File: src/hw/cbt_pkg.sv
// constants shared by the cascadable 8-bit timer control block
package cbt_pkg;
   // ----------------------------------------------------------------
   // register map
   // ----------------------------------------------------------------
   localparam int CBT_ADDR_W = 16; // register address width
   localparam int CBT_DATA_W = 8; // register data width
   localparam logic [15:0] CBT_CTRL_OFFSET = 16'h0029; // timer_five_control
   localparam logic [15:0] CBT_PERIOD_OFFSET = 16'h0030; // period_compare_reg
   localparam logic [15:0] CBT_PWIDTH_OFFSET = 16'h0031; // pulse_width_reg
   localparam logic [15:0] CBT_COUNT_OFFSET = 16'h0032; // counter readback
   localparam logic [7:0] CBT_CTRL_RESET = 8'h00; // control reset value
   localparam logic [7:0] CBT_PERIOD_RESET = 8'hff; // period reset value
   localparam logic [7:0] CBT_PWIDTH_RESET = 8'h00; // pulse width reset value
   localparam logic [7:0] CBT_ZERO = 8'h00; // idle read data and cleared count
   localparam logic [7:0] CBT_COUNT_MAX = 8'hff; // last count before wrap

   // ----------------------------------------------------------------
   // control register fields
   // ----------------------------------------------------------------
   localparam int CBT_PRESET_BIT = 7; // output_flop_preset
   localparam int CBT_CLK_HI = 6; // source_clock_select top
   localparam int CBT_CLK_LO = 4; // source_clock_select bottom
   localparam int CBT_RUN_BIT = 3; // run_control
   localparam int CBT_MODE_HI = 2; // mode_select top
   localparam int CBT_MODE_LO = 0; // mode_select bottom

   // ----------------------------------------------------------------
   // source clock codes and prescale exponents
   // ----------------------------------------------------------------
   localparam logic [2:0] CBT_CK_DIV11 = 3'h0; // fast/2^11 or slow/2^3
   localparam logic [2:0] CBT_CK_DIV7 = 3'h1; // fast/2^7
   localparam logic [2:0] CBT_CK_DIV5 = 3'h2; // fast/2^5
   localparam logic [2:0] CBT_CK_DIV3 = 3'h3; // fast/2^3
   localparam logic [2:0] CBT_CK_SLOW = 3'h4; // slow clock
   localparam logic [2:0] CBT_CK_DIV1 = 3'h5; // fast/2
   localparam logic [2:0] CBT_CK_FAST = 3'h6; // fast clock
   localparam logic [2:0] CBT_CK_EXT = 3'h7; // external count pin
   localparam int CBT_PRE_W = 11; // fast prescaler width
   localparam int CBT_EXP_11 = 11; // exponent of fast/2^11
   localparam int CBT_EXP_7 = 7; // exponent of fast/2^7
   localparam int CBT_EXP_5 = 5; // exponent of fast/2^5
   localparam int CBT_EXP_3 = 3; // exponent of fast/2^3
   localparam int CBT_EXP_1 = 1; // exponent of fast/2
   localparam logic [2:0] CBT_SLOW_DIV_LAST = 3'h7; // slow/2^3 terminal count

   // ----------------------------------------------------------------
   // operating modes
   // ----------------------------------------------------------------
   typedef enum logic [2:0] {
      CBT_MODE_TIMER = 3'h0, // plain timer/event counter
      CBT_MODE_DIVIDER = 3'h1, // programmable divider output
      CBT_MODE_PWM = 3'h2, // pulse width modulation
      CBT_MODE_CASCADE = 3'h3 // lower byte of a 16-bit pair
   } cbt_mode_t;
endpackage

File: src/hw/cbt_timer.sv
// cascadable 8-bit timer/counter: control, timer registers, counter and output flop
//
// Behaviour
// - decode source clock codes into fast/slow/external ticks
// - low speed: only slow, slow/8, external, warm-up fast
// - run bit 0 stops and clears; 1 counts
// - mode 001 toggles output on period match
// - mode 010 generates pulse width modulation output
// - mode 011 makes this the lower byte
// - cascade: companion run and preset, own clock
// - control plus period and pulse-width registers
`timescale 1ns/1ps
module cbt_timer
   import cbt_pkg::*;
(
   input wire logic clk, // system clock, also the fast clock
   input wire logic rst_b, // asynchronous reset, active low
   input wire logic [CBT_ADDR_W-1:0] addr, // register address
   input wire logic [CBT_DATA_W-1:0] wr_data, // register write data
   input wire logic wr_stb, // register write strobe
   input wire logic rd_stb, // register read strobe
   output logic [CBT_DATA_W-1:0] rd_data, // read data, cycle after rd_stb
   input wire logic slow_clock, // one-cycle tick per slow clock period
   input wire logic external_count_pin, // external count input
   input wire logic divider_select_bit, // routes slow/8 to code 000
   input wire logic low_speed_operation, // low-speed or low-speed-sleep state
   input wire logic warmup_count, // high-frequency warm-up counting active
   input wire logic companion_run_control, // companion run bit
   input wire logic companion_flop_preset, // companion flop preset bit
   input wire logic companion_clear, // companion match clears the pair
   output logic programmable_divider_output, // output flip-flop
   output logic match_pulse, // one-cycle pulse on period match
   output logic overflow_pulse // one-cycle carry to the companion
);
   // ----------------------------------------------------------------
   // registers and state
   // ----------------------------------------------------------------
   logic [7:0] timer_five_control; // control register
   logic [7:0] period_compare_reg; // period/compare register
   logic [7:0] pulse_width_reg; // pulse-width register
   logic [7:0] pw_active; // pulse width in use this cycle
   logic [7:0] count; // up-counter
   logic [CBT_PRE_W-1:0] fast_pre; // free-running fast prescaler
   logic [2:0] slow_pre; // slow clock divider by eight
   logic ext_q; // previous external pin level
   logic run_q; // run state of previous cycle
   logic src_tick; // selected count tick
   logic eff_run; // run bit in charge this cycle
   logic eff_preset; // preset bit in charge this cycle
   logic start; // first cycle of a run
   logic wrap; // counter clears this tick
   cbt_mode_t mode; // decoded mode field
   logic [2:0] clk_sel; // source clock field

   // one tick of fast/2^n: low n prescaler bits all ones
   function automatic logic fast_tick(input logic [CBT_PRE_W-1:0] p, input int n);
      logic [CBT_PRE_W-1:0] mask;
      mask = CBT_PRE_W'((1 << n) - 1);
      return (p & mask) == mask;
   endfunction

   // register select helper
   function automatic logic hit(input logic [CBT_ADDR_W-1:0] a, input logic [CBT_ADDR_W-1:0] off);
      return a == off;
   endfunction

   assign mode = cbt_mode_t'(timer_five_control[CBT_MODE_HI:CBT_MODE_LO]);
   assign clk_sel = timer_five_control[CBT_CLK_HI:CBT_CLK_LO];

   // ----------------------------------------------------------------
   // register writes
   // ----------------------------------------------------------------
   // control register
   always_ff @(posedge clk or negedge rst_b) begin
      if (!rst_b) begin
         timer_five_control <= CBT_CTRL_RESET;
      end else if (wr_stb && hit(addr, CBT_CTRL_OFFSET)) begin
         timer_five_control <= wr_data;
      end
   end

   // period and pulse-width registers
   always_ff @(posedge clk or negedge rst_b) begin
      if (!rst_b) begin
         period_compare_reg <= CBT_PERIOD_RESET;
         pulse_width_reg <= CBT_PWIDTH_RESET;
      end else if (wr_stb) begin
         if (hit(addr, CBT_PERIOD_OFFSET)) begin
            period_compare_reg <= wr_data;
         end
         if (hit(addr, CBT_PWIDTH_OFFSET)) begin
            pulse_width_reg <= wr_data;
         end
      end
   end

   // ----------------------------------------------------------------
   // register reads
   // ----------------------------------------------------------------
   // read data stands only in the cycle after the strobe; unmapped reads zero
   always_ff @(posedge clk or negedge rst_b) begin
      if (!rst_b) begin
         rd_data <= CBT_ZERO;
      end else if (!rd_stb) begin
         rd_data <= CBT_ZERO;
      end else if (hit(addr, CBT_CTRL_OFFSET)) begin
         rd_data <= timer_five_control;
      end else if (hit(addr, CBT_PERIOD_OFFSET)) begin
         rd_data <= period_compare_reg;
      end else if (hit(addr, CBT_PWIDTH_OFFSET)) begin
         rd_data <= pulse_width_reg;
      end else if (hit(addr, CBT_COUNT_OFFSET)) begin
         rd_data <= count;
      end else begin
         rd_data <= CBT_ZERO;
      end
   end

   // ----------------------------------------------------------------
   // prescalers and source selection
   // ----------------------------------------------------------------
   // fast prescaler runs always so the dividers stay in phase
   always_ff @(posedge clk or negedge rst_b) begin
      if (!rst_b) begin
         fast_pre <= '0;
      end else begin
         fast_pre <= fast_pre + 1'b1;
      end
   end

   // slow divider and external pin history
   always_ff @(posedge clk or negedge rst_b) begin
      if (!rst_b) begin
         slow_pre <= '0;
         ext_q <= 1'b0;
      end else begin
         ext_q <= external_count_pin;
         if (slow_clock) begin
            slow_pre <= slow_pre + 1'b1;
         end
      end
   end

   // source tick decode; in low speed the fast taps are unavailable
   always_comb begin
      src_tick = 1'b0;
      unique case (clk_sel)
         CBT_CK_DIV11: begin
            if (divider_select_bit || low_speed_operation) begin
               src_tick = slow_clock && (slow_pre == CBT_SLOW_DIV_LAST);
            end else begin
               src_tick = fast_tick(fast_pre, CBT_EXP_11);
            end
         end
         CBT_CK_DIV7: src_tick = !low_speed_operation && fast_tick(fast_pre, CBT_EXP_7);
         CBT_CK_DIV5: src_tick = !low_speed_operation && fast_tick(fast_pre, CBT_EXP_5);
         CBT_CK_DIV3: src_tick = !low_speed_operation && fast_tick(fast_pre, CBT_EXP_3);
         CBT_CK_SLOW: src_tick = slow_clock;
         CBT_CK_DIV1: src_tick = !low_speed_operation && fast_tick(fast_pre, CBT_EXP_1);
         CBT_CK_FAST: src_tick = !low_speed_operation || warmup_count;
         CBT_CK_EXT: src_tick = external_count_pin && !ext_q;
      endcase
   end

   // ----------------------------------------------------------------
   // run control
   // ----------------------------------------------------------------
   // in cascade the companion's run and preset bits govern the pair
   assign eff_run = (mode == CBT_MODE_CASCADE) ? companion_run_control
                                               : timer_five_control[CBT_RUN_BIT];
   assign eff_preset = (mode == CBT_MODE_CASCADE) ? companion_flop_preset
                                                  : timer_five_control[CBT_PRESET_BIT];
   assign start = eff_run && !run_q;

   // run history for start detection
   always_ff @(posedge clk or negedge rst_b) begin
      if (!rst_b) begin
         run_q <= 1'b0;
      end else begin
         run_q <= eff_run;
      end
   end

   // counter clears on period match except in PWM and cascade, which wrap
   always_comb begin
      wrap = 1'b0;
      unique case (mode)
         CBT_MODE_TIMER: wrap = count == period_compare_reg;
         CBT_MODE_DIVIDER: wrap = count == period_compare_reg;
         CBT_MODE_PWM: wrap = count == CBT_COUNT_MAX;
         CBT_MODE_CASCADE: wrap = count == CBT_COUNT_MAX;
         default: wrap = count == period_compare_reg;
      endcase
   end

   // ----------------------------------------------------------------
   // counter
   // ----------------------------------------------------------------
   always_ff @(posedge clk or negedge rst_b) begin
      if (!rst_b) begin
         count <= CBT_ZERO;
      end else if (!eff_run || start) begin
         count <= CBT_ZERO;
      end else if (mode == CBT_MODE_CASCADE && companion_clear) begin
         count <= CBT_ZERO;
      end else if (src_tick) begin
         count <= wrap ? CBT_ZERO : count + 1'b1;
      end
   end

   // event pulses: period match and carry into the companion
   always_ff @(posedge clk or negedge rst_b) begin
      if (!rst_b) begin
         match_pulse <= 1'b0;
         overflow_pulse <= 1'b0;
      end else begin
         match_pulse <= eff_run && !start && src_tick && wrap
                        && (mode == CBT_MODE_TIMER || mode == CBT_MODE_DIVIDER);
         overflow_pulse <= eff_run && !start && src_tick && count == CBT_COUNT_MAX;
      end
   end

   // ----------------------------------------------------------------
   // output flip-flop
   // ----------------------------------------------------------------
   // pulse width is latched at start and at each PWM wrap so updates are glitch free
   always_ff @(posedge clk or negedge rst_b) begin
      if (!rst_b) begin
         pw_active <= CBT_PWIDTH_RESET;
      end else if (start || !eff_run || (mode == CBT_MODE_PWM && src_tick && wrap)) begin
         pw_active <= pulse_width_reg;
      end
   end

   // preset at start, toggle on divider match and on PWM width match and wrap
   always_ff @(posedge clk or negedge rst_b) begin
      if (!rst_b) begin
         programmable_divider_output <= 1'b0;
      end else if (start) begin
         programmable_divider_output <= eff_preset;
      end else if (eff_run && src_tick) begin
         if (mode == CBT_MODE_DIVIDER && wrap) begin
            programmable_divider_output <= !programmable_divider_output;
         end else if (mode == CBT_MODE_PWM && (count == pw_active || wrap)) begin
            programmable_divider_output <= !programmable_divider_output;
         end
      end
   end
endmodule // cbt_timer

File: config.mk
export PLATFORM = sky130hd
export DESIGN_NAME = cbt_timer
export DESIGN_NICKNAME = d
export VERILOG_FILES = /design/src/hw/cbt_pkg.sv /design/src/hw/cbt_timer.sv
export SDC_FILE = /design/constraint.sdc
export NUM_CORES = 1
export LEC_CHECK = 0
export ABC_CLOCK_PERIOD_IN_PS = 2800
export BUFFER_PORTS_ARGS = -buffer_cell sky130_fd_sc_hd__buf_2
export CAP_MARGIN = 30
export CORE_ASPECT_RATIO = 0.8
export CORE_MARGIN = 5
export CORE_UTILIZATION = 45
export CTS_CLUSTER_DIAMETER = 100
export CTS_CLUSTER_SIZE = 14
export DETAILED_ROUTE_END_ITERATION = 10
export MAX_ROUTING_LAYER = met4
export PLACE_DENSITY = 0.7
export SKIP_LAST_GASP = 1
export SYNTH_ARGS = -nofsm -noshare
export SYNTH_HDL_FRONTEND = slang
export SYNTH_SLANG_ARGS = --single-unit
File: constraint.sdc
create_clock -name clk -period 2.8 [get_ports clk]
set_input_delay 0.14 -clock clk [delete_from_list [all_inputs] [get_ports clk]]
set_output_delay 0.14 -clock clk [all_outputs]
set_load 0.02 [all_outputs]
== After elaboration in Yosys (flattened, before gate mapping) ==
Cells that the tools add are included.

* Add/sub/neg operators: 3
* Equality and inequality tests: 22
* Mux-type cells: 18
* Reduce and logical (&&, ||, !) cells: 40

{| class="wikitable"
|+ Operators with widths
! cell !! count
|-
| $mux W8 || 9
|-
| $eq A16 B6 Y1 const B || 4
|-
| $logic_and A1 B1 Y1 || 19
|-
| $eq A3 B3 Y1 const B || 6
|-
| $eq A8 B8 Y1 || 2
|-
| $eq A3 B2 Y1 const B || 4
|-
| $add A11 B1 Y11 const B || 1
|-
| $eq A11 B11 Y1 const B || 1
|-
| $add A8 B1 Y8 const B || 1
|-
| $eq A8 B8 Y1 const B || 1
|-
| $mux W1 || 8
|-
| $pmux W1 S8 || 1
|-
| $eq A7 B7 Y1 const B || 1
|-
| $eq A3 B1 Y1 const B || 2
|-
| $logic_not A1 Y1 || 6
|-
| $logic_not A3 Y1 || 2
|-
| $logic_or A1 B1 Y1 || 6
|-
| $reduce_and A2 Y1 || 3
|-
| $reduce_bool A3 Y1 || 2
|-
| $eq A5 B5 Y1 const B || 1
|-
| $add A3 B1 Y3 const B || 1
|-
| $reduce_bool A2 Y1 || 1
|-
| $reduce_or A2 Y1 || 1
|}

* Register bits: 67
* Input bits: 36
* Output and inout bits: 11
* Word-level logic and storage cells: 96

== Logic depth before layout (Yosys ltp) ==
* Word-level depth: 9
* Mapped depth: 9
* Depth with buffers taken out: 9

== Worst setup path after synthesis ==
OpenSTA, ideal clock, no wires.

* Path type: flip-flop to flip-flop
* Start: reg fast_pre[0]
* End: reg pw_active[0]
* Library setup time: 125 ps
* Data arrival time: 2122 ps
* Data required time: 2675 ps
* Path slack: 553 ps
* Stages on the path, launching flop included: 10
* Buffers on the path: 0
* Clock period less this slack: 2247 ps
* Cell sequence: dfrtp_1 -> ha_1 -> and3_1 -> ha_1 -> nand2b_1 -> a21oi_1 -> o22ai_2 -> a21oi_4 -> a31oi_4 -> mux2_2

* Longest elaborated chain between the ends: 6
* Elaborated cells on any way between the ends: 13
* Those cells by class: eq/ne: 4; mux: 2; reduce/logical: 7

{| class="wikitable"
|+ Ends and longest elaborated chain
! item !! RTL line !! source
|-
| start: declaration || cbt_timer.sv:43 || <nowiki>logic [CBT_PRE_W-1:0] fast_pre;</nowiki>
|-
| start signal: assignment || cbt_timer.sv:127 || <nowiki>fast_pre <= fast_pre + 1'b1;</nowiki>
|-
| $eq A11 B11 Y1, or another cell as far along || cbt_timer.sv:59 || <nowiki>return (p & mask) == mask;</nowiki>
|-
| $mux W1, or another cell as far along || cbt_timer.sv:149 || <nowiki>if (divider_select_bit || low_speed_operation) begin</nowiki>
|-
| $pmux W1 S8 (*) || cbt_timer.sv:147 || <nowiki>unique case (clk_sel)</nowiki>
|-
| $logic_and A1 B1 Y1 (*) (2 in series) || cbt_timer.sv:230 || <nowiki>end else if (start || !eff_run || (mode == CBT_MODE_PWM && src_tick && wrap)) begin</nowiki>
|-
| $logic_or A1 B1 Y1 (*) || cbt_timer.sv:230 ||
|-
| end signal: assignment || cbt_timer.sv:231 || <nowiki>pw_active <= pulse_width_reg;</nowiki>
|-
| end: declaration || cbt_timer.sv:41 || <nowiki>logic [7:0] pw_active;</nowiki>
|}

Every way passes the cells marked *; elsewhere a longest branch is shown, timed or not.
A chain may end at the register's enable or synchronous reset.

== Final worst setup path ==
Same ends and word-level chain as after synthesis.

==> reports/qor.log <==
[setup_path] data arrival time at the worst-slack endpoint 2.66 ns
[finish] n_diodes 0
[finish] post-route cell area 0.00412 mm2
[clock_network] number of buffers added for setup after CTS 0
[drt] initial DRC count 148
[clock_network] number of clock sinks seen by CTS 67
[yosys] sequential area share after synthesis 48.0%
[yosys] number of synthesized flops with an enable pin 0
[placed_design] Detailed Place HPWL 5.78 mm
[setup_path] required time of the critical path 3.03 ns
[placed_design] setup slack at placement 0.373 ns
[clock_network] clock insertion delay at the later pin of the skew report 0.34 ns
[flow_run] count of max-cap constraint violations 0
[yosys] list of most frequent post-synthesis cells 59 x sky130_fd_sc_hd__dfrtp_1, 36 x sky130_fd_sc_hd__mux2_2, 23 x sky130_fd_sc_hd__nand2_1, 15 x sky130_fd_sc_hd__xnor2_1, 13 x sky130_fd_sc_hd__nor2_1
[outcome] outcome complete, no violations
[setup_path] type of element launching the critical path register
[yosys] share of synthesized cell area in and, or, nand and nor gates 17.7%
[floorplan] cell row count 28
[setup_path] critical path peak fanout 8
[drt] number of nets with antenna violations after routing 0
[sta] Slew Viols, Final 0
[yosys] count of different cell masters after synthesis 56
[power_and_ir_drop] reported leakage power 2.05 nW
[clock_network] number of H-tree levels 3
[floorplan] die footprint 0.00969 mm2
[placed_design] number of cells after detailed placement 448
[finish] fraction of layout instances using a drive strength above 1 37.1%
[finish] final non-filler cell total 466
[yosys] XOR/XNOR Fraction of Synth Area 6.47%
[sta] final hold viol count 0
[yosys] share of the synthesized area in the top cell type 42.0%
[clock_network] clock root cell sky130_fd_sc_hd__clkbuf_8
[setup_path] start-to-end type of the worst setup path reg -> reg
[placed_design] Placer Congestion 0.869
[global_route] antenna violations before repair 0
[sta] unrepaired setup endpoints after global routing false
[drt] Detailed Route WL 7.70 mm
[drt] vias after detailed routing 2486
[yosys] area fraction in compound gates after synthesis 11.8%
[yosys] number of standard cells after synthesis 303
[sta] Setup TNS 0 ns
[yosys] dominant cells by area after synthesis sky130_fd_sc_hd__dfrtp_1 42%, sky130_fd_sc_hd__mux2_2 12%, sky130_fd_sc_hd__dfstp_2 6.0%
[finish] largest register by flop count fast_pre
[yosys] synthesized area per cell 11.6 um2
[yosys] number of nets in the synthesized netlist 345
[sta] time the worst path needs with I/O delays and setup 2.43 ns
[sta] worst slew pin tran 0.748 ns
[drt] DRC violation count after routing 0
[finish] total area of multi-input combinational cells 0.00176 mm2
[setup_path] worst r2r src fast_pre[0]$_DFF_PN0_
[yosys] top_reg_cell synth sky130_fd_sc_hd__dfrtp_1
[yosys] dominant cell type by area after synthesis sky130_fd_sc_hd__dfrtp_1
[finish] area growth from synthesis to layout 17.3%
[global_route] vias in the first global route 2523
[yosys] async set-or-reset flop fraction in the synthesized netlist 100%
[clock_network] Max clock buf depth 2
[global_route] overflow left after global routing 0
[finish] Largest register FFs 11
[finish] storage element area 0.00169 mm2
[power_and_ir_drop] sum of internal, switching and leakage power 2.13 mW
[drt] number of detailed-route iterations in the first pass 4
[yosys] main combinational cell family by area after synthesis simple AND/OR/NAND/NOR gates
[global_route] first-pass GRT wire length 12.8 mm
[setup_path] worst setup path startpoint fast_pre[0]$_DFF_PN0_
[floorplan] count of boundary I/O pins 47
[drt] detailed-route vias per instance 5.33
[yosys] mux cell area share after synthesis 11.8%
[worst_hold_path] worst hold path type in -> reg
[sta] total of endpoints with negative setup slack in the final report 0
[finish] # nets final 398
[yosys] Yosys warning total 0
[yosys] Yosys reg bits 67
[setup_path] Worst Setup End Kind register
[floorplan] die outline width 109 um
[floorplan] Vert. Die Dim 89.1 um
[clock_network] CTS clock-pin slew for the worst setup and hold paths 0.08 ns
[yosys] most repeated cell in the gate-level netlist after synthesis sky130_fd_sc_hd__dfrtp_1
[placed_design] Placed Instance Area 0.00385 mm2
[floorplan] effective utilization at floorplan 46.9%
[floorplan] CORE AREA 0.00750 mm2
[yosys] Mapped Area 0.00352 mm2
[clock_network] Post-CTS Hold Fix Bufs 2
[clock_network] # resized after CTS 0
[sta] Tcrit/Tclk final 86.8%
[finish] Layout fillers 677
[clock_network] clock buffers created by TritonCTS 9
[global_route] GRT Total Usage 18.3%
[worst_hold_path] Worst Min Path Start wr_data[1]
[sta] worst clock skew on the final layout 0.00640 ns
[drt] routed len/inst 16.5 um
[power_and_ir_drop] worst vdd rail ir drop 298 uV
[placed_design] IO Port Bufs 46
[sta] max-slew headroom at the worst pin 49.9%
[power_and_ir_drop] PwrDens 517 mW/mm2
[sta] highest attainable clock frequency 412 MHz
[clock_network] TritonCTS clock tree done
[global_route] maximum number of pins on one net before global-route repair 28
[yosys] fraction of the mapped netlist area in adder cells 2.13%
[sta] slack of the critical path 0.370 ns
==> final timing paths <==
| check | end | slack (ns) | cells after the start |
|---|---|---|---|
| worst min register to register | fast_pre[8]$_DFF_PN0_ | 0.48 | 1 |
| worst max register to register | pw_active[0]$_DFFE_PN0P_ | 0.37 | 9 |
| min in group asynchronous | rd_data[1]$_DFF_PN0_ | 0.32 | 2 |
| worst min-delay path | timer_five_control[1]$_DFFE_PN0P_ | 0.05 | 2 |
| max in group asynchronous | period_compare_reg[7]$_DFFE_PN1P_ | 1.72 | 3 |
| worst max-delay path | pw_active[0]$_DFFE_PN0P_ | 0.37 | 9 |
==> report_power, final <==
group          internal [mW]  switching (mW)
clock network          0.617           0.375
logic                 0.0637          0.0732
registers              0.992          0.0127
==> through the flow <==
| step | hold WS, ns | util, % |
|---|---|---|
| final | 0.0513 | 55.0 |
| after global routing | 0.0306 | 55.0 |
| after CTS | 0.0339 | 55.0 |
| after detailed placement | 0.176 | 51.4 |
| after global placement | 0.177 | 51.4 |
| after floorplan | -0.156 | - |
==> per-layer routing <==
layer | wire, um | part of all wire, % | track usage, % | vias to the layer above
met1 | 3670 | 48 | 25.7 | 1199
met5 | 0 | 0 | - | -
met3 | 622 | 8.1 | 5.56 | 4
li1 | - | - | - | 1193
met2 | 3360 | 44 | 25.6 | 90
met4 | 51 | 0.66 | 4.82 | 0
==> logic make-up (layout without fill, tap and decap cells) <==
kind of cell               Yosys count  after routing
AOI/OAI and AO/OA                   50             50
xor gates and xnor gates            26             26
adders and majority gates            6              6
buffers and inverters               15             73
DFF                                 67             67
muxes                               37             37
and+or+nand+nor                    102            102
==> worst max-delay path, cell delays in order, from the launching register on <==
cell	delay, ns
sky130_fd_sc_hd__dfrtp_1	0.42
sky130_fd_sc_hd__ha_1	0.25
sky130_fd_sc_hd__and3_1	0.20
sky130_fd_sc_hd__ha_1	0.17
sky130_fd_sc_hd__nand2b_1	0.06
sky130_fd_sc_hd__a21oi_1	0.07
sky130_fd_sc_hd__o22ai_2	0.32
sky130_fd_sc_hd__a21oi_4	0.12
sky130_fd_sc_hd__a31oi_4	0.33
sky130_fd_sc_hd__mux2_2	0.38
==> cell usage in the layout, fill, tap and decap left out, types with 4 or more instances in the layout <==
cell type                   n
sky130_fd_sc_hd__buf_2     46
sky130_fd_sc_hd__nand2_1   23
sky130_fd_sc_hd__ha_1       6
sky130_fd_sc_hd__nor2b_1    4
sky130_fd_sc_hd__inv_1      5
sky130_fd_sc_hd__a21boi_1   5
sky130_fd_sc_hd__xor2_1    11
sky130_fd_sc_hd__mux2_2    36
sky130_fd_sc_hd__dfrtp_1   59
sky130_fd_sc_hd__nand4_1    4
sky130_fd_sc_hd__clkbuf_8  10
sky130_fd_sc_hd__nor3_1     5
sky130_fd_sc_hd__nand3_1   10
sky130_fd_sc_hd__nand2b_1  12
sky130_fd_sc_hd__a22o_2     5
sky130_fd_sc_hd__buf_4      4
sky130_fd_sc_hd__nor2_1    13
sky130_fd_sc_hd__dfstp_2    8
sky130_fd_sc_hd__nor3b_1    4
sky130_fd_sc_hd__o21ai_0   10
sky130_fd_sc_hd__xnor2_1   15
sky130_fd_sc_hd__a21oi_1    6
==> final cells by class <==
cell class | count | share of cell area, %
Timing Repair Buffer | 52 | 6.80
Tap cell | 105 | 3.19
Clock buffer | 10 | 3.34
Inverter | 5 | 0.455
Multi-Input combinational cell | 221 | 42.6
Clock inverter | 6 | 2.73
Sequential cell | 67 | 40.9
No activity file was read; power rests on OpenSTA's default activity.
